===== config.mk =====
export PLATFORM = sky130hd
export DESIGN_NAME = fss_slave
export DESIGN_NICKNAME = d
export VERILOG_FILES = /design/src/fss_pkg.sv /design/src/fss_od_store.sv /design/src/fss_slave.sv
export SDC_FILE = /design/constraint.sdc
export NUM_CORES = 1
export LEC_CHECK = 0
export BUFFER_PORTS_ARGS = -buffer_cell sky130_fd_sc_hd__buf_4
export CORE_MARGIN = 2
export CORE_UTILIZATION = 40
export DETAILED_ROUTE_END_ITERATION = 7
export GPL_TIMING_DRIVEN = 1
export PLACE_DENSITY_LB_ADDON = 0.2
export SYNTH_ARGS = -nofsm -noshare
export SYNTH_HDL_FRONTEND = slang
export SYNTH_SLANG_ARGS = --single-unit

===== constraint.sdc =====
create_clock -name clk_i -period 21.9 [get_ports clk_i]
set_clock_uncertainty 0.05 [all_clocks]
set_input_delay 1.095 -clock clk_i [delete_from_list [all_inputs] [get_ports clk_i]]
set_output_delay 1.095 -clock clk_i [all_outputs]
set_load 0.03 [all_outputs]

===== src/fss_pkg.sv =====
// Shared types, object codes, process data layout and reset values for the fieldbus slave.
package fss_pkg;

  typedef enum logic [3:0] {
    FSS_INIT   = 4'h1,
    FSS_PREOP  = 4'h2,
    FSS_SAFEOP = 4'h4,
    FSS_OP     = 4'h8
  } fss_state_e;

  // Control-mode parameter: only this value hands the drive to the fieldbus.
  localparam logic [7:0]  CTRL_MODE_BUS = 8'h09;
  localparam logic [31:0] CTRL_MODE_RST = 32'h0000_0009;

  // Drive-profile operation mode codes.
  localparam logic [7:0] MODE_PP  = 8'h01;
  localparam logic [7:0] MODE_PV  = 8'h03;
  localparam logic [7:0] MODE_PT  = 8'h04;
  localparam logic [7:0] MODE_HM  = 8'h06;
  localparam logic [7:0] MODE_CSP = 8'h08;
  localparam logic [7:0] MODE_CSV = 8'h09;
  localparam logic [7:0] MODE_CST = 8'h0a;

  // Object dictionary: index and storage slot of each object, subindex of the control mode only.
  localparam int unsigned OD_SLOTS = 8;
  localparam int unsigned SLOT_W   = 3;
  localparam logic [15:0] OD_IDX_CTRL_MODE  = 16'h2002;
  localparam logic [7:0]  OD_SUB_CTRL_MODE  = 8'h01;
  localparam logic [15:0] OD_IDX_CTRL_WORD  = 16'h6040;
  localparam logic [15:0] OD_IDX_MODE_OP    = 16'h6060;
  localparam logic [15:0] OD_IDX_TARGET_POS = 16'h607a;
  localparam logic [15:0] OD_IDX_PROBE_FN   = 16'h60b8;
  localparam logic [15:0] OD_IDX_ERR_CODE   = 16'h603f;
  localparam logic [15:0] OD_IDX_STATUS     = 16'h6041;
  localparam logic [15:0] OD_IDX_POS_ACT    = 16'h6064;
  localparam logic [SLOT_W-1:0] SLOT_CTRL_MODE  = 3'h0;
  localparam logic [SLOT_W-1:0] SLOT_CTRL_WORD  = 3'h1;
  localparam logic [SLOT_W-1:0] SLOT_MODE_OP    = 3'h2;
  localparam logic [SLOT_W-1:0] SLOT_TARGET_POS = 3'h3;
  localparam logic [SLOT_W-1:0] SLOT_PROBE_FN   = 3'h4;
  localparam logic [SLOT_W-1:0] SLOT_ERR_CODE   = 3'h5;
  localparam logic [SLOT_W-1:0] SLOT_STATUS     = 3'h6;
  localparam logic [SLOT_W-1:0] SLOT_POS_ACT    = 3'h7;
  localparam logic [31:0] OD_RST_VAL = 32'h0000_0000;

  // Receive image: control word, target position, touch probe function.
  localparam int unsigned PDO_W      = 64;
  localparam int unsigned RX_CW_LSB  = 0;
  localparam int unsigned RX_POS_LSB = 16;
  localparam int unsigned RX_PF_LSB  = 48;
  // Transmit image: status word, actual position, error code.
  localparam int unsigned TX_SW_LSB  = 0;
  localparam int unsigned TX_POS_LSB = 16;
  localparam int unsigned TX_EC_LSB  = 48;

  function automatic logic [1:0] fss_level(input fss_state_e s);
    case (s)
      FSS_PREOP:  fss_level = 2'd1;
      FSS_SAFEOP: fss_level = 2'd2;
      FSS_OP:     fss_level = 2'd3;
      default:    fss_level = 2'd0;
    endcase
  endfunction

endpackage


===== src/fss_od_store.sv =====
// Object dictionary storage with a mailbox port and a cyclic command port.
`timescale 1ns/1ps
module fss_od_store (
  input  wire logic                      clk_i,
  input  wire logic                      rst_n_i,
  input  wire logic                      sdo_wr_i,
  input  wire logic [fss_pkg::SLOT_W-1:0] sdo_slot_i,
  input  wire logic [31:0]               sdo_wdata_i,
  input  wire logic                      pdo_wr_i,
  input  wire logic [15:0]               pdo_ctrl_word_i,
  input  wire logic [31:0]               pdo_target_pos_i,
  input  wire logic [15:0]               pdo_probe_fn_i,
  output logic      [31:0]               rd_data_o,
  output logic      [7:0]                ctrl_mode_o,
  output logic      [7:0]                mode_op_o,
  output logic      [15:0]               ctrl_word_o,
  output logic      [31:0]               target_pos_o,
  output logic      [15:0]               probe_fn_o
);
  import fss_pkg::*;

  logic [31:0] slot_r [OD_SLOTS];

  // The cyclic port wins a clash on a shared slot, since its value is the newer command.
  for (genvar g = 0; g < OD_SLOTS; g++) begin : g_slot
    localparam logic [SLOT_W-1:0] SLOT = SLOT_W'(g);
    localparam logic [31:0] RST = (SLOT == SLOT_CTRL_MODE) ? CTRL_MODE_RST : OD_RST_VAL;
    logic        pdo_hit;
    logic [31:0] pdo_val;
    assign pdo_hit = pdo_wr_i && (SLOT == SLOT_CTRL_WORD || SLOT == SLOT_TARGET_POS ||
                                  SLOT == SLOT_PROBE_FN);
    assign pdo_val = (SLOT == SLOT_CTRL_WORD) ? {16'h0000, pdo_ctrl_word_i} :
                     (SLOT == SLOT_PROBE_FN)  ? {16'h0000, pdo_probe_fn_i} : pdo_target_pos_i;
    always_ff @(posedge clk_i or negedge rst_n_i) begin
      if (!rst_n_i) begin
        slot_r[g] <= RST;
      end else if (pdo_hit) begin
        slot_r[g] <= pdo_val;
      end else if (sdo_wr_i && sdo_slot_i == SLOT) begin
        slot_r[g] <= sdo_wdata_i;
      end
    end
  end

  assign rd_data_o    = slot_r[sdo_slot_i];
  assign ctrl_mode_o  = slot_r[SLOT_CTRL_MODE][7:0];
  assign mode_op_o    = slot_r[SLOT_MODE_OP][7:0];
  assign ctrl_word_o  = slot_r[SLOT_CTRL_WORD][15:0];
  assign target_pos_o = slot_r[SLOT_TARGET_POS];
  assign probe_fn_o   = slot_r[SLOT_PROBE_FN][15:0];

endmodule // fss_od_store


===== src/fss_slave.sv =====
// Fieldbus slave communication state machine with mailbox and cyclic process data.
//
// Behaviour
// - Four communication states: Init, Pre-Operational, Safe-Operational, Operational.
// - Upward moves go one state at a time, in order.
// - Any request to a lower state is taken at once.
// - Init offers no mailbox or process data traffic.
// - Pre-Operational serves mailbox traffic for mapping setup.
// - Safe-Operational sends inputs and mailbox but discards received outputs.
// - Operational applies outputs, sends inputs and keeps the mailbox.
// - Commands come in receive images, status leaves in transmit images.
// - Images move each cycle tick with fixed mapped object layout.
// - Mailbox reads and writes any object by request and response.
// - Profile position, velocity, torque, homing and cyclic modes are supported.
// - Fieldbus control acts only while the control mode equals nine.
`timescale 1ns/1ps
module fss_slave (
  input  wire logic                 clk_i,
  input  wire logic                 rst_b_i,
  input  wire logic                 state_req_valid_i,
  input  wire fss_pkg::fss_state_e  state_req_i,
  output fss_pkg::fss_state_e       state_o,
  output logic                      req_refused_o,
  input  wire logic                 mbx_req_valid_i,
  output logic                      mbx_req_ready_o,
  input  wire logic                 mbx_req_write_i,
  input  wire logic [15:0]          mbx_req_index_i,
  input  wire logic [7:0]           mbx_req_sub_i,
  input  wire logic [31:0]          mbx_req_data_i,
  output logic                      mbx_rsp_valid_o,
  input  wire logic                 mbx_rsp_ready_i,
  output logic [31:0]               mbx_rsp_data_o,
  output logic                      mbx_rsp_abort_o,
  input  wire logic                 cycle_tick_i,
  input  wire logic                 rx_pdo_valid_i,
  input  wire logic [63:0]          rx_pdo_data_i,
  output logic                      tx_pdo_valid_o,
  output logic [63:0]               tx_pdo_data_o,
  input  wire logic [15:0]          status_word_i,
  input  wire logic [31:0]          pos_actual_i,
  input  wire logic [15:0]          error_code_i,
  output logic                      bus_ctrl_o,
  output logic                      mode_ok_o,
  output logic [7:0]                op_mode_o,
  output logic [15:0]               cmd_ctrl_word_o,
  output logic [31:0]               cmd_target_pos_o,
  output logic [15:0]               cmd_probe_fn_o
);
  import fss_pkg::*;

  logic              rst_s1_r, rst_n_r;
  fss_state_e        state_r;
  logic              refused_r, rx_seen_r;
  logic              rsp_valid_r, rsp_abort_r;
  logic [31:0]       rsp_data_r;
  logic              tx_valid_r;
  logic [PDO_W-1:0]  tx_data_r;
  logic [1:0]        cur_lvl, req_lvl;
  logic              req_onehot, step_ok, mbx_open, mbx_take, od_hit, pdo_apply;
  logic [SLOT_W-1:0] od_slot;
  logic [31:0]       od_rdata;
  logic [7:0]        ctrl_mode;

  // Reset is released through two flops so all state leaves reset on the same edge.
  always_ff @(posedge clk_i or negedge rst_b_i) begin
    if (!rst_b_i) begin
      rst_s1_r <= 1'b0;
      rst_n_r  <= 1'b0;
    end else begin
      rst_s1_r <= 1'b1;
      rst_n_r  <= rst_s1_r;
    end
  end

  assign cur_lvl    = fss_level(state_r);
  assign req_lvl    = fss_level(state_req_i);
  assign req_onehot = state_req_i inside {FSS_INIT, FSS_PREOP, FSS_SAFEOP, FSS_OP};
  // Stepping to Operational also needs valid outputs seen, so the drive never runs on stale data.
  assign step_ok    = (req_lvl == cur_lvl + 2'd1) &&
                      (state_req_i != FSS_OP || rx_seen_r);

  always_ff @(posedge clk_i or negedge rst_n_r) begin
    if (!rst_n_r) begin
      state_r   <= FSS_INIT;
      refused_r <= 1'b0;
    end else begin
      refused_r <= 1'b0;
      if (state_req_valid_i) begin
        case (state_r)
          FSS_INIT, FSS_PREOP, FSS_SAFEOP, FSS_OP: begin
            if (!req_onehot) begin
              refused_r <= 1'b1;
            end else if (req_lvl <= cur_lvl) begin
              state_r <= state_req_i;
            end else if (step_ok) begin
              state_r <= state_req_i;
            end else begin
              refused_r <= 1'b1;
            end
          end
          default: state_r <= FSS_INIT;
        endcase
      end
    end
  end

  // Outputs received in Safe-Operational mark the link fit for Operational.
  always_ff @(posedge clk_i or negedge rst_n_r) begin
    if (!rst_n_r) begin
      rx_seen_r <= 1'b0;
    end else if (state_r != FSS_SAFEOP) begin
      rx_seen_r <= 1'b0;
    end else if (rx_pdo_valid_i) begin
      rx_seen_r <= 1'b1;
    end
  end

  // Mailbox: one request in flight; the answer stands until the master takes it.
  assign mbx_open        = state_r != FSS_INIT;
  assign mbx_req_ready_o = mbx_open && !rsp_valid_r;
  assign mbx_take        = mbx_req_valid_i && mbx_req_ready_o;

  always_comb begin
    od_hit  = 1'b1;
    od_slot = SLOT_CTRL_MODE;
    case (mbx_req_index_i)
      OD_IDX_CTRL_MODE:  begin
        od_slot = SLOT_CTRL_MODE;
        od_hit  = mbx_req_sub_i == OD_SUB_CTRL_MODE;
      end
      OD_IDX_CTRL_WORD:  od_slot = SLOT_CTRL_WORD;
      OD_IDX_MODE_OP:    od_slot = SLOT_MODE_OP;
      OD_IDX_TARGET_POS: od_slot = SLOT_TARGET_POS;
      OD_IDX_PROBE_FN:   od_slot = SLOT_PROBE_FN;
      OD_IDX_ERR_CODE:   od_slot = SLOT_ERR_CODE;
      OD_IDX_STATUS:     od_slot = SLOT_STATUS;
      OD_IDX_POS_ACT:    od_slot = SLOT_POS_ACT;
      default:           od_hit  = 1'b0;
    endcase
  end

  always_ff @(posedge clk_i or negedge rst_n_r) begin
    if (!rst_n_r) begin
      rsp_valid_r <= 1'b0;
      rsp_abort_r <= 1'b0;
      rsp_data_r  <= 32'h0000_0000;
    end else if (mbx_take) begin
      rsp_valid_r <= 1'b1;
      rsp_abort_r <= !od_hit;
      rsp_data_r  <= (mbx_req_write_i || !od_hit) ? 32'h0000_0000 : od_rdata;
    end else if (mbx_rsp_ready_i) begin
      rsp_valid_r <= 1'b0;
    end
  end

  // Received commands reach the drive only in Operational under fieldbus control.
  assign bus_ctrl_o = ctrl_mode == CTRL_MODE_BUS;
  assign pdo_apply  = rx_pdo_valid_i && state_r == FSS_OP && bus_ctrl_o;

  fss_od_store fss_od_store_inst (
    .clk_i            (clk_i),
    .rst_n_i          (rst_n_r),
    .sdo_wr_i         (mbx_take && mbx_req_write_i && od_hit),
    .sdo_slot_i       (od_slot),
    .sdo_wdata_i      (mbx_req_data_i),
    .pdo_wr_i         (pdo_apply),
    .pdo_ctrl_word_i  (rx_pdo_data_i[RX_CW_LSB +: 16]),
    .pdo_target_pos_i (rx_pdo_data_i[RX_POS_LSB +: 32]),
    .pdo_probe_fn_i   (rx_pdo_data_i[RX_PF_LSB +: 16]),
    .rd_data_o        (od_rdata),
    .ctrl_mode_o      (ctrl_mode),
    .mode_op_o        (op_mode_o),
    .ctrl_word_o      (cmd_ctrl_word_o),
    .target_pos_o     (cmd_target_pos_o),
    .probe_fn_o       (cmd_probe_fn_o)
  );

  assign mode_ok_o = op_mode_o inside {MODE_PP, MODE_PV, MODE_PT, MODE_HM,
                                       MODE_CSP, MODE_CSV, MODE_CST};

  // Transmit image is produced on each cycle tick once process data runs.
  always_ff @(posedge clk_i or negedge rst_n_r) begin
    if (!rst_n_r) begin
      tx_valid_r <= 1'b0;
      tx_data_r  <= '0;
    end else begin
      tx_valid_r <= cycle_tick_i && (state_r == FSS_SAFEOP || state_r == FSS_OP);
      if (cycle_tick_i) begin
        tx_data_r <= {error_code_i, pos_actual_i, status_word_i};
      end
    end
  end

  assign state_o         = state_r;
  assign req_refused_o   = refused_r;
  assign mbx_rsp_valid_o = rsp_valid_r;
  assign mbx_rsp_abort_o = rsp_abort_r;
  assign mbx_rsp_data_o  = rsp_data_r;
  assign tx_pdo_valid_o  = tx_valid_r;
  assign tx_pdo_data_o   = tx_data_r;
endmodule // fss_slave


==> run metrics, run 1 <==
largest cells by area after synthesis dfrtp_1 (52%), mux2_2 (11%), nand2_1 (4.4%); first-pass iteration count of the detailed router 5; Clock power frac ~44%; Seq/Total Area, Yosys 52.3%; CP required 22.29 ns; Top FF cell, synth dfrtp_1; Critical path origin mbx_req_index_i[10]; Worst EP arrival between 4 and 5 ns; Max FO, Critical Path 35; initial DRC count 827; Die W 212 um; clk root buf clkbuf_16; DP Worst Slack 16.78 ns; cts bufs inserted 42; internal cell power 1.18 mW; post-synthesis simple-gate area fraction 12.2%; Synth Net Count 1843; Initial Util 40.4%; post-synth top area cell dfrtp_1; VDD IR max 52.7 uV; initial antenna violation count 0; DR vias/cell 5.39; status completed; Remaining Overflow, GRT 0; P_sw 0.418 mW; final setup fails 0; final worst slack 17.42 ns; largest net degree at the start of global routing 83; relative slew slack 20.8%; Reg power frac between 40% and 50%; Netlist Area Pre-Place 0.0174 mm^2; Row Count between 70 and 80; worst r2r src state_o[3]$_DFFE_PN0P_; Die Ht between 200 and 250 um; asr flop ratio synth 100%; Peak Freq 223 MHz; XOR/XNOR Fraction of Synth Area 0.252%; H-tree level count 2; detailed-placement wirelength estimate 36100 um; port bufs 374; part of the cycle the worst path needs 20.5%; RSZ-0062 raised after global routing false; top-level I/O count 375; FF+latch count, synth around 360; CTS tree yes; Power per Cell Area 74.5 mW/mm^2; critical path startpoint category input port; Hold Crit Class in -> async; Yosys warning count 0; ANT cells 0; Slew Limit Fails 0; EDFF count, synth 0; critical path type in -> reg; clock tree buffer depth 3; Syn Inst Count 1645; Sink Count 363; Fillers approximately 4000; total number of vias 13590; leakage power 10.2 nW; Avg Cell Area, Syn about 11 um^2; first-pass GRT wire length 84400 um; total negative slack 0 ns; DR WL/cell 21.9 um; max cap viols 0; Comb pwr share 11.9%; die footprint between 0.04 and 0.05 mm^2; Synth Area in Adders less than 1%; vias in the first global route 13903; Area Overhead vs Synth 23.6%; WL final 55200 um; Clock Latency Late Sink 0.57 ns; clock period minus worst slack between 4 and 5 ns; multiplexer share of the synthesized area 16.7%; Final GP Congestion approximately 0.8; post-CTS setup buffers 0; largest family of logic cells by synthesized area multiplexers; clk slew on worst S/H paths 0.06 ns; core area about 0.043 mm^2; Fin. Hold Viols 0; crit path capture type register; global-route usage over all layers roughly a quarter; ANT nets after route 0; share of post-route cells with drive strength above 1 roughly a third; switching share of power 26.1%; Least-Margin Pin Slew about 1.2 ns; area fraction in compound gates after synthesis roughly an eighth; cell depth of the worst flop-to-flop path 6; hold-fix buffers at CTS 0; top cell type's share of synthesized area 51.9%; DRC 0; post_cts resized 0; Synth cell types 74; fin nets 2102; Min Hold Slack ~0.26 ns
-- cell families after synthesis --
family	after synthesis
and+or+nand+nor	482
DFF	363
AOI/OAI and AO/OA	320
muxes	261
buffers and inverters	211
xor gates and xnor gates	5
adders and majority gates	2
other	1
-- area by class of cell --
| type | instances | area (um^2) | share of cell area [%] |
|---|---|---|---|
| well taps | 585 | 732 | 3.41 |
| clock inverters | 9 | 73.8 | 0.344 |
| multi-input cells | 1071 | 7200 | 33.5 |
| repair buffers | 390 | 2930 | 13.6 |
| flip-flops and latches | 363 | 9090 | 42.4 |
| inverters | 36 | 135 | 0.630 |
| clock buffers | 66 | 1300 | 6.07 |
-- state kept, by name, summed over array words and instances (netlist names), 4 cells and up --
| register | count |
|---|---|
| fss_od_store_inst.ctrl_mode_o | 8 |
| fss_od_store_inst.ctrl_word_o | 16 |
| fss_od_store_inst.mode_op_o | 8 |
| fss_od_store_inst.probe_fn_o | 16 |
| fss_od_store_inst.slot_r | 176 |
| fss_od_store_inst.target_pos_o | 32 |
| mbx_rsp_data_o | 32 |
| state_o | 4 |
| tx_pdo_data_o | 64 |
-- synth_stat cells (6+ instances only) --
library cell,n
nand2_1,204
buf_4,76
mux2i_1,36
a22oi_1,30
o21ai_0,71
clkbuf_1,66
nor2_1,202
buf_2,21
dfrtp_1,360
o211ai_1,34
inv_1,36
o31ai_1,32
a21oi_1,36
buf_6,6
mux2_2,173
nand3_1,6
buf_1,6
mux2_1,52
a211oi_1,30
a31oi_1,32
o21ai_1,31
-- through the flow --
step	power [mW]	util [%]	instance area [um^2]	std cells
finish	1.60	49.9	21500	2520
global route	1.66	49.9	21500	2520
CTS	1.62	49.9	21500	2520
detailed placement	0.912	46.7	20100	2445
global placement	0.909	46.7	20100	2445
floorplan	0.815	-	17400	1645
-- path summary, 6_finish.rpt --
path	endpoint	slack [ns]
max	fss_od_store_inst.slot_r[236]$_DFFE_PN0P_	17.42
min	rst_s1_r$_DFF_PN0_	0.26
max reg2reg	fss_od_store_inst.slot_r[20]$_DFFE_PN0P_	18.43
min reg2reg	rst_n_r$_DFF_PN0_	0.31
max in group asynchronous	fss_od_store_inst.ctrl_word_o[7]$_DFFE_PN0P_	18.90
min in group clk_i	rst_n_r$_DFF_PN0_	0.31
-- power by group through the flow --
stage	logic (mW)	clock network [mW]	registers [mW]
floorplan	0.0589	0	0.756
global placement	0.189	0	0.719
detailed placement	0.191	0	0.720
CTS	0.192	0.716	0.709
global route	0.203	0.744	0.711
finish	0.189	0.700	0.708
-- cells in the final DEF (no fill, tap or decap), drive strengths merged, types with 8 or more instances in the layout --
cell and instances:
o211ai 34, nand2 204, inv 37, mux2i 36
a31oi 32, a211oi 31, dfrtp 360, a22oi 30
mux2 225, clkbuf 66, a21oi 37, buf 390
o21ai 102, nor3 8, o31ai 32, nor2 204
-- metal layers --
layer | vias up | wire length (um) | GRT usage (%)
li1 | 6209 | - | -
met1 | 6819 | 23100 | 32.1
met2 | 476 | 26800 | 41.6
met3 | 86 | 4180 | 5.98
met4 | 0 | 1100 | 5.96
met5 | - | 0 | 0
-- critical path, stage by stage --
cell      delay (ns)
buf_4           0.11
nor4b_2         0.56
and4b_2         0.99
o21a_2          0.82
nand3b_2        0.85
mux2_2          0.42
(Power assumes the default switching activity.)
==> run 2: changes to the inputs <==
==> constraint.sdc (replaced) <==
create_clock -name clk_i -period 4.5 [get_ports clk_i]
set_clock_uncertainty 0.05 [all_clocks]
set_input_delay 0.225 -clock clk_i [delete_from_list [all_inputs] [get_ports clk_i]]
set_output_delay 0.225 -clock clk_i [all_outputs]
set_load 0.03 [all_outputs]
==> run 2 against run 1 <==
  * Hold slack worse by 0.0099 ns
  * Final cell count is 9.2% higher
  * Core utilization is 5.4 points higher
  * Highest routed layer is now met5
  * Clock-buffer cell count is 6 lower
  * Critical path type is now reg -> reg
  * Sequential cell count stayed put
==> run metrics, run 2 (synthesis gave the netlist of run 1 again) <==
Hold Crit Class reg -> async; footprint of the multi-input gates 0.00720 mm^2 (unchanged); leakage power 11.3 nW (+11%); DRC 0 (unchanged); Row Count 76 (unchanged); Final GP Congestion 0.851 (+6.7%); crit path capture type register; fin nets 2338 (+11%); Remaining Overflow, GRT 0 (unchanged); clk root buf clkbuf_16; ANT cells 0 (unchanged); first-pass GRT wire length 88700 um (+5.1%); Reg area 0.00909 mm^2 (unchanged); total number of vias 14517 (+6.8%); placed inst area 0.0202 mm^2 (+0.82%); first-pass iteration count of the detailed router 5 (unchanged); critical path type reg -> reg; cell depth of the worst flop-to-flop path 7 (+1); top-level I/O count 375 (unchanged); H-tree level count 2 (unchanged); ANT nets after route 0 (unchanged); clk slew on worst S/H paths 0.06 ns (about the same); initial antenna violation count 1 (+1); share of post-route cells with drive strength above 1 30.9% (-3.5 points); total negative slack 0 ns (unchanged); clock period minus worst slack 3.53 ns; Critical-path top delay cell and4_4; design area 0.0238 mm^2 (+11%); max cap viols 0 (unchanged); commonest non-fill, non-tap cell in the layout buf_4; DR vias/cell 5.28 (-2.2%); relative slew slack 25.4% (+4.6 points); Peak Freq 283 MHz; routed length on met2 27100 um (+1.0%); die footprint 0.0451 mm^2 (unchanged); Sink Count 363 (unchanged); Most flops, register fss_od_store_inst.slot_r; FF-to-FF setup slack 0.97 ns (-17.46 ns); clock tree buffer depth 3 (unchanged); CTS tree yes; Slew Limit Fails 0 (unchanged); core area 0.0430 mm^2 (unchanged); DR WL/cell 20.8 um (-4.9%); WL final 57300 um (+3.9%); vias in the first global route 15328 (+10%); slowest cell delay on critical path 0.92 ns (-0.07 ns); status completed; Least-Margin Pin Slew 1.12 ns (-0.0678 ns); critical path, cell by cell nor4b_1, o21bai_1, and4_4, buf_4, nand2_1, o21ai_1, dlygate4sd3_1; critical path startpoint category register; Max FO, Critical Path 73 (+110%); CP required 4.94 ns (-17.35 ns); detailed-placement wirelength estimate 36700 um (+1.7%); largest net degree at the start of global routing 138 (+66%); RSZ-0062 raised after global routing false; cts bufs inserted 40 (-4.8%); port bufs 374 (unchanged); metal3 WL 3940 um (-5.6%); Die W 212 um (unchanged); Die Ht 212 um (unchanged); delay-heaviest family, CP simple AND/OR/NAND/NOR gates; Initial Util 40.4% (unchanged); WL met1 24400 um (+5.7%); Fillers 3674 (-9.1%); global-route usage over all layers 25.6% (+0.97 points); Clock Latency Late Sink 0.56 ns (about the same); Fin. Hold Viols 0 (unchanged); final setup fails 0 (unchanged); worst r2r dst fss_od_store_inst.target_pos_o[11]$_DFFE_PN0P_; top sig layer met5; Power per Cell Area 325 mW/mm^2 (+340%); part of the cycle the worst path needs 78.4%; Area Overhead vs Synth 37.0%; Min Hold Slack 0.254 ns (-0.00992 ns); worst r2r src state_o[0]$_DFFE_PN1P_; VDD IR max 244 uV (+360%); most frequent cells in the layout buf_4 (396), dfrtp_1 (359), dlygate4sd3_1 (226), nand2_1 (201), nor2_1 (201); Worst EP arrival 3.97 ns (-0.90 ns); Largest register FFs 176 (unchanged); CP bufs+invs 2 (+1); initial DRC count 888 (+7.4%)
run 2: routing by layer:
layer / vias up / global-route usage (%)
met2: 490 / 42.8
met1: 7234 / 32.6
li1: 6678 / -
met5: - / 0
met4: 2 / 9.07
met3: 113 / 6.12
run 2: layout make-up:
| type | count | share of cell area, % |
|---|---|---|
| flip-flops and latches | 363 | 38.2 |
| multi-input cells | 1071 | 30.3 |
| repair buffers | 628 | 22.5 |
| clock buffers | 60 | 5.00 |
| well taps | 585 | 3.08 |
| inverters | 36 | 0.568 |
| clock inverters | 9 | 0.358 |
run 2: through the flow:
| stage | cells | power (mW) | utilization [%] | worst slack, ns |
|---|---|---|---|---|
| 4_1_cts | 2752 | 7.79 | 55.3 | 0.955 |
| 3_5_place_dp | 2457 | 4.43 | 47.1 | 1.02 |
| 5_1_grt | 2752 | 8.01 | 55.3 | 0.702 |
| 6_report | 2752 | 7.73 | 55.3 | 0.971 |
| 3_3_place_gp | 2457 | 4.42 | 47.1 | 1.08 |
| 2_1_floorplan | 1645 | 3.96 | - | 0.871 |
run 2: where the power goes:
part | internal (mW) | total, mW | switching (mW)
Sequential | 3.35 | 3.44 | 0.0821
Clock | 1.88 | 3.23 | 1.35
Combinational | 0.452 | 1.06 | 0.611
run 2: how the worst max path moves through the flow:
stage	startpoint	cells after the start	endpoint	slack, ns
6_report	state_o[0]$_DFFE_PN1P_	7	fss_od_store_inst.target_pos_o[11]$_DFFE_PN0P_	0.97
5_1_grt	state_o[3]$_DFFE_PN0P_	8	fss_od_store_inst.target_pos_o[11]$_DFFE_PN0P_	0.70
4_1_cts	state_o[0]$_DFFE_PN1P_	6	fss_od_store_inst.target_pos_o[11]$_DFFE_PN0P_	0.96
3_5_place_dp	mbx_req_index_i[10]	9	fss_od_store_inst.probe_fn_o[14]$_DFFE_PN0P_	1.02
3_3_place_gp	mbx_req_index_i[10]	9	fss_od_store_inst.probe_fn_o[15]$_DFFE_PN0P_	1.08
2_1_floorplan	rst_n_r$_DFF_PN0_	0	fss_od_store_inst.ctrl_mode_o[1]$_DFFE_PN0P_	0.87
run 2: what timing repair did:
| action | 4_1_cts | 5_1_grt |
|---|---|---|
| hold endpoints to repair | 329 | 0 |
| setup buffers | 0 | 0 |
| gates resized for setup | 0 | 0 |
| hold buffers | 226 | 0 |
